**src/rst_src_pkg.sv**
```systemverilog
// constants for the reset source controller
package rst_src_pkg;
	localparam int CLK_HZ = 25000000;
	localparam logic [7:0] VSEL_POR = 8'h55;
	localparam logic [7:0] VSEL_2V55 = 8'h33;
	localparam logic [7:0] VSEL_3V15 = 8'h99;
	localparam logic [7:0] VSEL_3V80 = 8'haa;
	localparam logic [4:0] WDSEL_EN = 5'h0a;
	localparam logic [4:0] WDSEL_DIS = 5'h15;
	localparam logic [4:0] WDSEL_POR = 5'h0a;
	// word offsets on the bus (byte addresses)
	localparam logic [3:0] OFS_VSEL = 4'h0;
	localparam logic [3:0] OFS_CAUSE = 4'h4;
	localparam logic [3:0] OFS_IRQ_STAT = 4'h8;
	localparam logic [3:0] OFS_IRQ_MASK = 4'hc;
	// cause register bit positions
	localparam int CB_WDSEL = 0;
	localparam int CB_VSEL = 1;
	localparam int CB_LOWV = 2;
	localparam int CB_TMO = 3;
	localparam int CB_PWRDN = 4;
	// slow oscillator edges from request to reset: 2 or 3
	localparam logic [1:0] SLOW_DLY = 2'd2;
	// qualification time in ns and its cycle count (least time, rounded up)
	localparam int LOWV_QUAL_NS = 1000;
	localparam int LOWV_QUAL_CYC = (LOWV_QUAL_NS * (CLK_HZ / 1000000) + 999) / 1000;
	// start-up delays in clocks of the selected source
	localparam logic [7:0] STARTUP_FAST = 8'd16;
	localparam logic [7:0] STARTUP_XTAL = 8'd128;
	localparam logic [7:0] STARTUP_SLOW = 8'd2;
	typedef enum logic [1:0] {
		CK_FAST = 2'b00,
		CK_XTAL = 2'b01,
		CK_SLOW = 2'b10
	} clk_src_t;
	typedef enum logic [1:0] {
		ST_RUN = 2'b00,
		ST_ARM = 2'b01,
		ST_HOLD = 2'b10
	} seq_state_t;
endpackage : rst_src_pkg

```
**src/rst_src_ctrl.sv**
```systemverilog
// reset source controller with wishbone registers
`timescale 1ns/10ps
`default_nettype none
module rst_src_ctrl #(
	parameter int QUAL_CYC = rst_src_pkg::LOWV_QUAL_CYC
) (
	input wire logic clk_i, // 25 MHz system clock
	input wire logic rst_i, // power-on reset, sync, high
	input wire logic ext_reset_pin_n_i, // external reset pin, low active
	input wire logic lowv_detect_i, // supply below selected threshold
	input wire logic slow_osc_i, // slow internal oscillator
	input wire logic powerdown_i, // device in power-down
	input wire logic sleep_idle_i, // device in sleep or idle
	input wire logic wd_timeout_i, // watchdog time-out pulse
	input wire logic [4:0] wd_enable_field_i, // watchdog enable field
	input wire logic [1:0] clk_src_i, // active system clock source
	input wire logic sys_clk_tick_i, // one pulse per system clock of that source
	input wire logic wb_cyc_i, // wishbone cycle
	input wire logic wb_stb_i, // wishbone strobe
	input wire logic wb_we_i, // wishbone write
	input wire logic [3:0] wb_adr_i, // wishbone byte address
	input wire logic [3:0] wb_sel_i, // wishbone byte lanes
	input wire logic [31:0] wb_dat_i, // wishbone write data
	output logic [31:0] wb_dat_o, // wishbone read data
	output logic wb_ack_o, // wishbone ack
	output logic sys_reset_o, // merged full reset, high
	output logic pc_sp_clear_o, // pulse: clear pc and stack only
	output logic por_init_o, // power-on initialisation pulse
	output logic [7:0] volt_level_select_o, // threshold code to detector
	output logic irq_o // level interrupt
);
	typedef struct packed {
		logic [1:0] pin_s;
		logic [1:0] lv_s;
		logic [2:0] osc_s;
		rst_src_pkg::seq_state_t st;
		logic [1:0] slow_cnt;
		logic [7:0] start_cnt;
		logic [15:0] qual_cnt;
		logic lowv_pend;
		logic vsel_pend;
		logic wdsel_pend;
		logic [7:0] vsel;
		logic [4:0] cause;
		logic [4:0] istat;
		logic [4:0] imask;
		logic [31:0] rdata;
		logic ack;
		logic pcsp;
		logic por;
	} state_t;

	state_t cur_q, nxt_d;

	function automatic logic vsel_valid(input logic [7:0] v);
		return v == rst_src_pkg::VSEL_POR || v == rst_src_pkg::VSEL_2V55 ||
			v == rst_src_pkg::VSEL_3V15 || v == rst_src_pkg::VSEL_3V80;
	endfunction : vsel_valid

	function automatic logic [7:0] start_len(input logic [1:0] src);
		unique case (src)
			rst_src_pkg::CK_XTAL: begin
				return rst_src_pkg::STARTUP_XTAL;
			end
			rst_src_pkg::CK_SLOW: begin
				return rst_src_pkg::STARTUP_SLOW;
			end
			default: begin
				return rst_src_pkg::STARTUP_FAST; // unused code treated as fast
			end
		endcase
	endfunction : start_len

	function automatic logic reg_wr(input logic w, input logic [3:0] adr, input logic [3:0] ofs);
		return w && (adr == ofs);
	endfunction : reg_wr

	function automatic logic [31:0] read_word(
		input logic [3:0] adr,
		input logic [7:0] vsel,
		input logic [4:0] cause,
		input logic [4:0] istat,
		input logic [4:0] imask
	);
		unique case (adr)
			rst_src_pkg::OFS_VSEL: begin
				return {24'h0, vsel};
			end
			rst_src_pkg::OFS_CAUSE: begin
				return {27'h0, cause};
			end
			rst_src_pkg::OFS_IRQ_STAT: begin
				return {27'h0, istat};
			end
			rst_src_pkg::OFS_IRQ_MASK: begin
				return {27'h0, imask};
			end
			default: begin
				return 32'h0; // unmapped words read zero
			end
		endcase
	endfunction : read_word

	logic pin_low, lowv_sync, slow_edge, wr, rd_en, wd_run, wd_sleep, bad_wdsel, any_slow_req;
	logic [1:0] slow_next;
	logic [7:0] start_next;
	logic [4:0] ev;

	always_comb begin
		pin_low = ~cur_q.pin_s[1];
		lowv_sync = cur_q.lv_s[1];
		slow_edge = cur_q.osc_s[1] & ~cur_q.osc_s[2];
		// write lands at the edge where the master samples ack high
		wr = wb_cyc_i & wb_stb_i & wb_we_i & cur_q.ack & wb_sel_i[0];
		slow_next = cur_q.slow_cnt + 2'd1;
		start_next = cur_q.start_cnt + 8'd1;
		rd_en = wb_cyc_i & wb_stb_i & ~cur_q.ack;
		wd_run = wd_timeout_i & ~sleep_idle_i & (cur_q.st == rst_src_pkg::ST_RUN);
		wd_sleep = wd_timeout_i & sleep_idle_i & (cur_q.st == rst_src_pkg::ST_RUN);
		bad_wdsel = wd_enable_field_i != rst_src_pkg::WDSEL_EN && wd_enable_field_i != rst_src_pkg::WDSEL_DIS;
		nxt_d = cur_q;
		nxt_d.pin_s = {cur_q.pin_s[0], ext_reset_pin_n_i};
		nxt_d.lv_s = {cur_q.lv_s[0], lowv_detect_i};
		nxt_d.osc_s = {cur_q.osc_s[1:0], slow_osc_i};
		nxt_d.pcsp = 1'b0;
		nxt_d.por = 1'b0;
		ev = '0;
		// qualification: low supply must outlast the count, power-down suspends detection
		if (lowv_sync && !powerdown_i) begin
			if (cur_q.qual_cnt < 16'(QUAL_CYC))
				nxt_d.qual_cnt = cur_q.qual_cnt + 16'd1;
			else if (!cur_q.lowv_pend && cur_q.st == rst_src_pkg::ST_RUN) begin
				nxt_d.lowv_pend = 1'b1;
				ev[rst_src_pkg::CB_LOWV] = 1'b1;
			end
		end else begin
			nxt_d.qual_cnt = '0;
		end
		if (!vsel_valid(cur_q.vsel) && !cur_q.vsel_pend && cur_q.st == rst_src_pkg::ST_RUN) begin
			nxt_d.vsel_pend = 1'b1;
			ev[rst_src_pkg::CB_VSEL] = 1'b1;
		end
		if (bad_wdsel && !cur_q.wdsel_pend && cur_q.st == rst_src_pkg::ST_RUN) begin
			nxt_d.wdsel_pend = 1'b1;
			ev[rst_src_pkg::CB_WDSEL] = 1'b1;
		end
		if (wd_run) begin
			ev[rst_src_pkg::CB_TMO] = 1'b1;
		end
		if (wd_sleep) begin
			// sleep time-out: no full reset, only pc and stack cleared
			ev[rst_src_pkg::CB_TMO] = 1'b1;
			ev[rst_src_pkg::CB_PWRDN] = 1'b1;
			nxt_d.pcsp = 1'b1;
		end
		any_slow_req = nxt_d.lowv_pend | nxt_d.vsel_pend | nxt_d.wdsel_pend;
		// reset sequencer
		unique case (cur_q.st)
			rst_src_pkg::ST_RUN: begin
				if (pin_low || wd_run) begin
					// pin and run time-out skip the slow-clock wait
					nxt_d.st = rst_src_pkg::ST_HOLD;
					nxt_d.start_cnt = '0;
				end else if (any_slow_req) begin
					nxt_d.st = rst_src_pkg::ST_ARM;
					nxt_d.slow_cnt = '0;
				end else begin
					nxt_d.st = rst_src_pkg::ST_RUN;
				end
			end
			rst_src_pkg::ST_ARM: begin
				if (pin_low) begin
					nxt_d.st = rst_src_pkg::ST_HOLD;
					nxt_d.start_cnt = '0;
				end else if (slow_edge) begin
					nxt_d.slow_cnt = slow_next;
					if (slow_next >= rst_src_pkg::SLOW_DLY) begin
						nxt_d.st = rst_src_pkg::ST_HOLD;
						nxt_d.start_cnt = '0;
					end
				end
			end
			rst_src_pkg::ST_HOLD: begin
				// only power-on and the invalid-code reset reload the select register
				if (cur_q.vsel_pend) nxt_d.vsel = rst_src_pkg::VSEL_POR;
				nxt_d.lowv_pend = 1'b0;
				nxt_d.vsel_pend = 1'b0;
				nxt_d.wdsel_pend = 1'b0;
				if (pin_low) begin
					// a pin held low keeps restarting the delay
					nxt_d.start_cnt = '0;
				end else if (sys_clk_tick_i) begin
					nxt_d.start_cnt = start_next;
					if (start_next >= start_len(clk_src_i)) begin
						nxt_d.st = rst_src_pkg::ST_RUN;
					end
				end
			end
			default: begin
				nxt_d.st = rst_src_pkg::ST_HOLD;
			end
		endcase
		// hardware set wins over software clear (write one to status, write zero to cause)
		nxt_d.istat = cur_q.istat | ev;
		// select writes during the reset hold would fight the invalid-code reload
		if (reg_wr(wr, wb_adr_i, rst_src_pkg::OFS_VSEL) && cur_q.st != rst_src_pkg::ST_HOLD) begin
			nxt_d.vsel = wb_dat_i[7:0];
		end
		if (reg_wr(wr, wb_adr_i, rst_src_pkg::OFS_CAUSE)) begin
			nxt_d.cause = cur_q.cause & wb_dat_i[4:0];
		end
		if (reg_wr(wr, wb_adr_i, rst_src_pkg::OFS_IRQ_STAT)) begin
			nxt_d.istat = (cur_q.istat & ~wb_dat_i[4:0]) | ev;
		end
		if (reg_wr(wr, wb_adr_i, rst_src_pkg::OFS_IRQ_MASK)) begin
			nxt_d.imask = wb_dat_i[4:0];
		end
		nxt_d.cause = nxt_d.cause | ev;
		nxt_d.ack = rd_en;
		nxt_d.rdata = read_word(wb_adr_i, cur_q.vsel, cur_q.cause, cur_q.istat, cur_q.imask);
		if (rst_i) begin
			nxt_d = '0;
			nxt_d.pin_s = 2'b11;
			nxt_d.st = rst_src_pkg::ST_HOLD;
			nxt_d.vsel = rst_src_pkg::VSEL_POR;
			nxt_d.por = 1'b1;
			// every cause flag, time-out and power-down included, cleared
			nxt_d.cause = '0;
		end
	end

	always_ff @(posedge clk_i) begin
		cur_q <= nxt_d;
	end

	assign wb_dat_o = cur_q.rdata;
	assign wb_ack_o = cur_q.ack;
	assign sys_reset_o = cur_q.st == rst_src_pkg::ST_HOLD;
	assign pc_sp_clear_o = cur_q.pcsp;
	assign por_init_o = cur_q.por;
	assign volt_level_select_o = cur_q.vsel;
	assign irq_o = |(cur_q.istat & cur_q.imask);

	initial begin
		// the qualification counter is 16 bits wide
		assert (QUAL_CYC > 0 && QUAL_CYC < 65536) else $error("QUAL_CYC out of range");
		// the slow-clock wait must stay inside its two to three edge window
		assert (rst_src_pkg::SLOW_DLY >= 2'd2 && rst_src_pkg::SLOW_DLY <= 2'd3)
			else $error("SLOW_DLY out of range");
		// a start-up length of zero would release the reset on the first tick, like a length of one
		assert (rst_src_pkg::STARTUP_FAST != 8'd0 && rst_src_pkg::STARTUP_XTAL != 8'd0 &&
			rst_src_pkg::STARTUP_SLOW != 8'd0)
			else $error("start-up length of zero");
	end
endmodule : rst_src_ctrl
`default_nettype wire

```
**config.mk**
```make
export PLATFORM = sky130hd
export DESIGN_NAME = rst_src_ctrl
export DESIGN_NICKNAME = d
export VERILOG_FILES = /design/src/rst_src_pkg.sv /design/src/rst_src_ctrl.sv
export SDC_FILE = /design/constraint.sdc
export NUM_CORES = 1
export LEC_CHECK = 0
export BUFFER_PORTS_ARGS = -buffer_cell sky130_fd_sc_hd__buf_2
export CORE_MARGIN = 2
export CORE_UTILIZATION = 47
export CTS_BUF_LIST = sky130_fd_sc_hd__clkbuf_16
export CTS_CLUSTER_SIZE = 14
export DETAILED_ROUTE_END_ITERATION = 7
export PLACE_DENSITY = 0.88
export SLEW_MARGIN = 30
export SYNTH_ARGS = -nofsm -noshare
export SYNTH_HDL_FRONTEND = slang
export SYNTH_SLANG_ARGS = --single-unit
```
**constraint.sdc**
```tcl
create_clock -name clk_i -period 1.85 [get_ports clk_i]
set_input_delay 0.185 -clock clk_i [delete_from_list [all_inputs] [get_ports clk_i]]
set_output_delay 0.185 -clock clk_i [all_outputs]
set_load 0.03 [all_outputs]
```
==> metrics.md, run 1 <==
| Metric | Value |
|---|---|
| Type of the worst setup path | reg2reg |
| CTS sink cnt | 72 |
| Hold Path Class | in2reg |
| Sequential share of the synthesized area | 41.1% |
| Max Cap Violations | 0 |
| Slew at the pin with the worst max-slew slack | 712 ps |
| Slowest cell on the critical path | dfxtp_1 |
| Most frequent cells in the layout | 72 x dfxtp_1, 52 x buf_2, 30 x nand2_1, 26 x nor2_1, 24 x conb_1 |
| Synth-to-Final Area Change | 15.1% |
| Total congestion overflow | 0 |
| Final hold violations | 0 |
| Max_slew headroom | 52.5% |
| Most common cell after layout, fill and taps aside | dfxtp_1 |
| Met1 wire length | 3230 um |
| WL/cell | 13.9 um |
| Share of cells above drive strength 1 | 21.0% |
| Clk_lat worst skew | 330 ps |
| Maximum VDD drop | 512 uV |
| Fmax | 0.579 GHz |
| Port Buffers | 52 |
| Initial antenna violation count | 0 |
| Skew final | 4.88 ps |
| Dpl hpwl | 5280 um |
| Fin Setup TNS | 0 ps |
| Worst-path clk slew | 60 ps |
| Period utilization | 93.3% |
| Max Root-Sink Buffers | 2 |
| Post-route insts no fill | 542 |
| ANT nets after route | 0 |
| DRT Pass-1 Iters | 6 |
| Starting DRT DRC Count | 179 |
| Post-synth EDFFs | 0 |
| R2r setup slk | 120 ps |
| Synth Flop Type | dfxtp_1 |
| Core Box Area | 7250 um^2 |
| CP dominant cell by count | ha_1 |
| N_diodes | 0 |
| CP cell instances | ha_1, inv_1, ha_1, nand2_1, nand4_1, o211ai_1, a311oi_1, a211oi_1 |
| CTS tree | done |
| Cell area after synthesis | 3500 um^2 |
| Placed insts | 526 |
| Final setup vio count | 0 |
| First-pass GRT wire length | 12500 um |
| Leakage power | 1.74 nW |
| Number of CTS-inserted buffers | 9 |
| DRC | 0 |
| Die width | 90.3 um |
| WL met3 | 521 um |
| CP max FO | 5 |
| Largest net degree at the start of global routing | 40 |
| CP top delay family | adder cells |
| Mean number of vias per cell | 5.39 |
| Critical Path AT | 1970 ps |
| Placed cell areas | 3690 um^2 |
| Distinct cells, synth | 55 |
| Routed met2 length | 3690 um |
| Top Layer Used | met4 |
| RSZ-0062 raised after global routing | false |
| Clock root cell | clkbuf_16 |
| Final Wtd Congestion | 0.849 |
| Die area | 8160 um^2 |
| Crit-path max cell delay | 340 ps |
| Syn Area/Cell | 8.87 um^2 |
| Status | finished, final reports clean |
| Total wire length | 7510 um |
| H-Tree Level Count | 3 |
| Crit path buffers/inverters | 1 |
| Vias | 2919 |
| Initial core utilization | 48.3% |
| Pwr Density | 946 nW/um^2 |
| FFs w/ async S/R, synth | 0% |
| PnR worst setup slack | 124 ps |
| Yosys warns | 0 |
| Final worst path period need | 1730 ps |
| Row cnt | 31 |
| Crit end category | flip-flop |
| Dpl ws | 150 ps |
| Critical Path RT | 2100 ps |
| Mapped Cells | 395 |
| Final Max Tran Viols | 0 |
| Post-route cell area | 4030 um^2 |
| Worst Setup Start Kind | flip-flop |
| Number of global-route vias before repair | 2783 |
| Die height | 90.3 um |
| Cts hold-fix bufs | 0 |
| Nets | 505 |
| Gr usage total | 18.7% |
| FF+latch count, synth | 72 |
| Final Util | 55.6% |
| I/O pin count | 104 |
registers in the layout, summed over array words and instances (netlist names):
register / cells
volt_level_select_o: 8
wb_dat_o: 8
por_init_o: 1
cur_q: 53
wb_ack_o: 1
pc_sp_clear_o: 1
final cells by class:
type	count	area [um^2]
clock buffers	9	225
clock inverters	7	110
fillers	661	3220
inverters	13	48.8
multi-input cells	278	1730
flip-flops and latches	72	1440
well taps	99	124
repair buffers	64	350
routing by layer:
layer,track usage [%],vias up
met3,5.59,10
met4,7.18,0
li1,-,1423
met2,31.9,121
met5,0,-
met1,22.2,1365
power by group:
group | switching [mW] | total (mW) | internal, mW | leakage, nW
registers | 0.0163 | 1.59 | 1.57 | 0.583
logic | 0.199 | 0.284 | 0.0847 | 0.994
clock network | 0.638 | 1.94 | 1.30 | 0.162
Yosys cell counts, types with 3 or more instances:
master	count	area share (%)
dfxtp_1	72	41
buf_4	43	9.2
nand2_1	31	3.3
nor2_1	26	2.8
a21oi_1	22	3.1
nand3_1	18	2.6
and3_1	17	3.0
inv_1	13	1.4
o21ai_0	12	1.7
clkbuf_1	10	1.1
nor2b_1	9	1.6
ha_1	8	2.9
mux2i_1	8	2.3
nor3_1	8	1.1
nand2b_1	7	1.2
a22oi_1	6	1.3
xnor2_1	6	1.5
mux2_2	5	1.6
nor4bb_1	5	1.4
a21boi_0	4	0.86
a31oi_1	4	0.71
nand4_1	4	0.71
o21ai_1	4	0.57
a211oi_1	3	0.64
a311oi_1	3	0.75
and2_1	3	0.54
nand3b_1	3	0.64
nor4_1	3	0.54
o21a_1	3	0.64
or2_2	3	0.54
or3_1	3	0.54
timing repair:
item | CTS | global route
buffers inserted | 0 | 0
gates resized for setup | 0 | 2
endpoints found under the setup margin | 0 | 4
hold endpoints to repair | 0 | 0
kinds of logic after synthesis:
logic type | after synthesis | synth area share [%]
mux | 13 | 3.89
fa+ha+maj | 8 | 2.86
xor+xnor | 7 | 1.75
other cells | 1 | 0.107
buf+inv | 68 | 11.9
simple gates | 152 | 24.5
flops | 72 | 41.1
compound gates | 74 | 13.8
per-stage QoR:
stage	hold slack (ps)	total power, mW
6_report	31.9	3.82
5_1_grt	45.9	3.94
4_1_cts	25.5	3.83
3_5_place_dp	369	1.90
3_3_place_gp	370	1.89
2_1_floorplan	213	1.85
worst reg2reg max path, stage by stage, from the launching register on:
cell	delay, ps
dfxtp_1	340
ha_1	290
inv_1	50
ha_1	270
nand2_1	90
nand4_1	110
o211ai_1	210
a311oi_1	110
a211oi_1	160
final timing paths:
kind / from / end / depth (start not counted)
max: cur_q[77] / cur_q[88] / 8
min reg2reg: cur_q[94] / cur_q[95] / 1
min: ext_reset_pin_n_i / cur_q[94] / 2
max reg2reg: cur_q[77] / cur_q[88] / 8
Note: power is estimated with default switching activity, not from simulation.
==> run 2: changes to the inputs <==
CORE_UTILIZATION = 50   (was 47)
PLACE_DENSITY = 0.89   (was 0.88)
clock period = 1.6 ns   (was 1.85 ns; I/O delays follow)
==> run 2 against run 1 <==
- the flow now finishes with violations (negative setup slack)
- combinational power rose by 37%
- final cell count grew 5.0%
- first-iteration DRC count up 6.7%
- clock skew rose by 1.3 ps
- total power rose by 12%
- clock power increased by 6%
- global-route usage is 2.5 points higher
- utilization rose by 9.6 points
- register-to-register slack lost 130 ps
- critical path type unchanged
- critical endpoint is now cur_q[85]
- largest cell class unchanged
==> metrics.md, run 2 (same netlist as run 1, synthesis figures left out) <==
| Metric | Value |
|---|---|
| Status | finished with violations (was finished, final reports clean) |
| Failing checks | negative setup slack |
| RSZ-0062 raised after global routing | true (was false) |
| N_diodes | 0 (unchanged) |
| Fmax | 0.625 GHz (was 0.579 GHz) |
| Synth-to-Final Area Change | 26.4% (was 15.1%) |
| Clk_lat worst skew | 330 ps (about the same) |
| WL met3 | 500 um (was 521 um) |
| Fin Setup TNS | -0.912 ps (was 0 ps) |
| Total wire length | 8360 um (was 7510 um) |
| PnR worst setup slack | -0.912 ps (was 124 ps) |
| Gr usage total | 21.2% (was 18.7%) |
| I/O pin count | 104 (unchanged) |
| DRT Pass-1 Iters | 5 (was 6) |
| Total congestion overflow | 0 (unchanged) |
| CP cell instances | nor4bb_1, o2111ai_1, a31oi_1, and3_4, a41o_1 (was ha_1, inv_1, ha_1, nand2_1, nand4_1, o211ai_1, a311oi_1, a211oi_1) |
| Final Max Tran Viols | 0 (unchanged) |
| Clock root cell | clkbuf_16 (unchanged) |
| Final Wtd Congestion | 0.877 (was 0.849) |
| Post-route cell area | 4430 um^2 (was 4030 um^2) |
| Max FFs per register | 53 (unchanged) |
| Placed cell areas | 3870 um^2 (was 3690 um^2) |
| Slowest cell on the critical path | dfxtp_2 (was dfxtp_1) |
| Most flop-heavy register | cur_q (unchanged) |
| Top Layer Used | met4 (unchanged) |
| Period utilization | 100% (was 93.3%) |
| First-pass GRT wire length | 12600 um (was 12500 um) |
| DRC | 0 (unchanged) |
| Critical Path AT | 1870 ps (was 1970 ps) |
| Critical Path RT | 1870 ps (was 2100 ps) |
| Dpl hpwl | 5590 um (was 5280 um) |
| Share of cells above drive strength 1 | 34.5% (was 21.0%) |
| # fillers | 521 (was 661) |
| CTS tree | done (unchanged) |
| Type of the worst setup path | reg2reg (unchanged) |
| Max Root-Sink Buffers | 2 (unchanged) |
| Final hold violations | 0 (unchanged) |
| Initial core utilization | 51.6% (was 48.3%) |
| Starting DRT DRC Count | 191 (was 179) |
| Vias | 3056 (was 2919) |
| Leakage power | 1.94 nW (was 1.74 nW) |
| Maximum VDD drop | 829 uV (was 512 uV) |
| CP max FO | 7 (was 5) |
| Port Buffers | 52 (unchanged) |
| Final setup vio count | 1 (was 0) |
| Die area | 7690 um^2 (was 8160 um^2) |
| Worst Setup Start Kind | flip-flop (unchanged) |
| Total power | 4.29 mW (was 3.82 mW) |
| Initial antenna violation count | 0 (unchanged) |
| Most common cell after layout, fill and taps aside | dfxtp_1 (unchanged) |
| Final worst path period need | 1600 ps (was 1730 ps) |
| WL/cell | 14.7 um (was 13.9 um) |
| Most frequent cells in the layout | 57 x dfxtp_1, 52 x buf_2, 38 x buf_4, 29 x nand2_1 (was 72 x dfxtp_1, 52 x buf_2, 30 x nand2_1, 26 x nor2_1, 24 x conb_1) |
| Crit-path max cell delay | 390 ps (was 340 ps) |
| Worst hold margin | 41.9 ps (was 31.9 ps) |
| CTS sink cnt | 72 (unchanged) |
| Mean number of vias per cell | 5.37 (was 5.39) |
| Core Box Area | 6790 um^2 (was 7250 um^2) |
| Hold Path Class | in2reg (unchanged) |
| Die width | 87.7 um (was 90.3 um) |
| Worst-path clk slew | 60 ps (about the same) |
| Met1 wire length | 3330 um (was 3230 um) |
| Row cnt | 30 (was 31) |
| Crit end category | flip-flop (unchanged) |
| ANT nets after route | 0 (unchanged) |
| Nets | 535 (was 505) |
| Die height | 87.7 um (was 90.3 um) |
| Largest net degree at the start of global routing | 29 (was 40) |
| Max Cap Violations | 0 (unchanged) |
| Number of CTS-inserted buffers | 9 (unchanged) |
| Number of global-route vias before repair | 2769 (was 2783) |
| Pwr Density | 969 nW/um^2 (was 946 nW/um^2) |
| H-Tree Level Count | 3 (unchanged) |
| Routed met2 length | 4400 um (was 3690 um) |
| Skew final | 6.14 ps (was 4.88 ps) |
==> run 2: worst paths after layout <==
kind | start | endpoint | slack (ps) | cells after the start
max | volt_level_select_o[3] | cur_q[85] | -0.9 | 5
min | slow_osc_i | cur_q[89] | 40 | 2
max reg2reg | volt_level_select_o[3] | cur_q[85] | -0.9 | 5
min reg2reg | cur_q[94] | cur_q[95] | 420 | 1
==> run 2: report_power, final <==
part	total, mW	leakage, nW	switching, mW	internal, mW
combinational	0.390	1.19	0.253	0.137
clock	2.06	0.161	0.722	1.34
sequential	1.84	0.588	0.0201	1.82
total	4.29	1.94	0.995	3.30
==> run 2: final cells by class <==
class                           count  area, um^2  share of cell area [%]
Inverter                           13        48.8                    1.10
Tap cell                           96         120                    2.71
Clock inverter                      7        80.1                    1.81
Sequential cell                    72        1460                    33.0
Timing Repair Buffer               94         589                    13.3
Multi-Input combinational cell    278        1900                    43.0
Clock buffer                        9         225                    5.08
==> run 2: timing repair <==
action | 4_1_cts | 5_1_grt
pin swaps | 11 | 9
endpoints found under the setup margin | 15 | 21
resized for setup | 21 | 25
buffers inserted | 2 | 6
hold endpoints to repair | 1 | 0
hold buffers | 1 | 0
==> run 2: stage by stage <==
stage	setup slack, ps	cells	utilization (%)
after floorplan	-111	418	-
after global placement	-51.9	544	57.0
after detailed placement	-96.1	544	57.0
after CTS	4.23	563	63.0
after global routing	-49.5	569	65.2
final	-0.912	569	65.2
==> run 2: critical path: cells and delay by family, from the launching register on <==
kind,cells,cell delay (ps)
simple gates,2,550
compound gates,3,600
flops,1,390
==> run 2: metal layers <==
metal	global-route usage, %	vias to the layer above
li1	-	1474
met1	24.2	1443
met2	37.9	125
met3	5.75	14
met4	7.41	0
met5	0	-
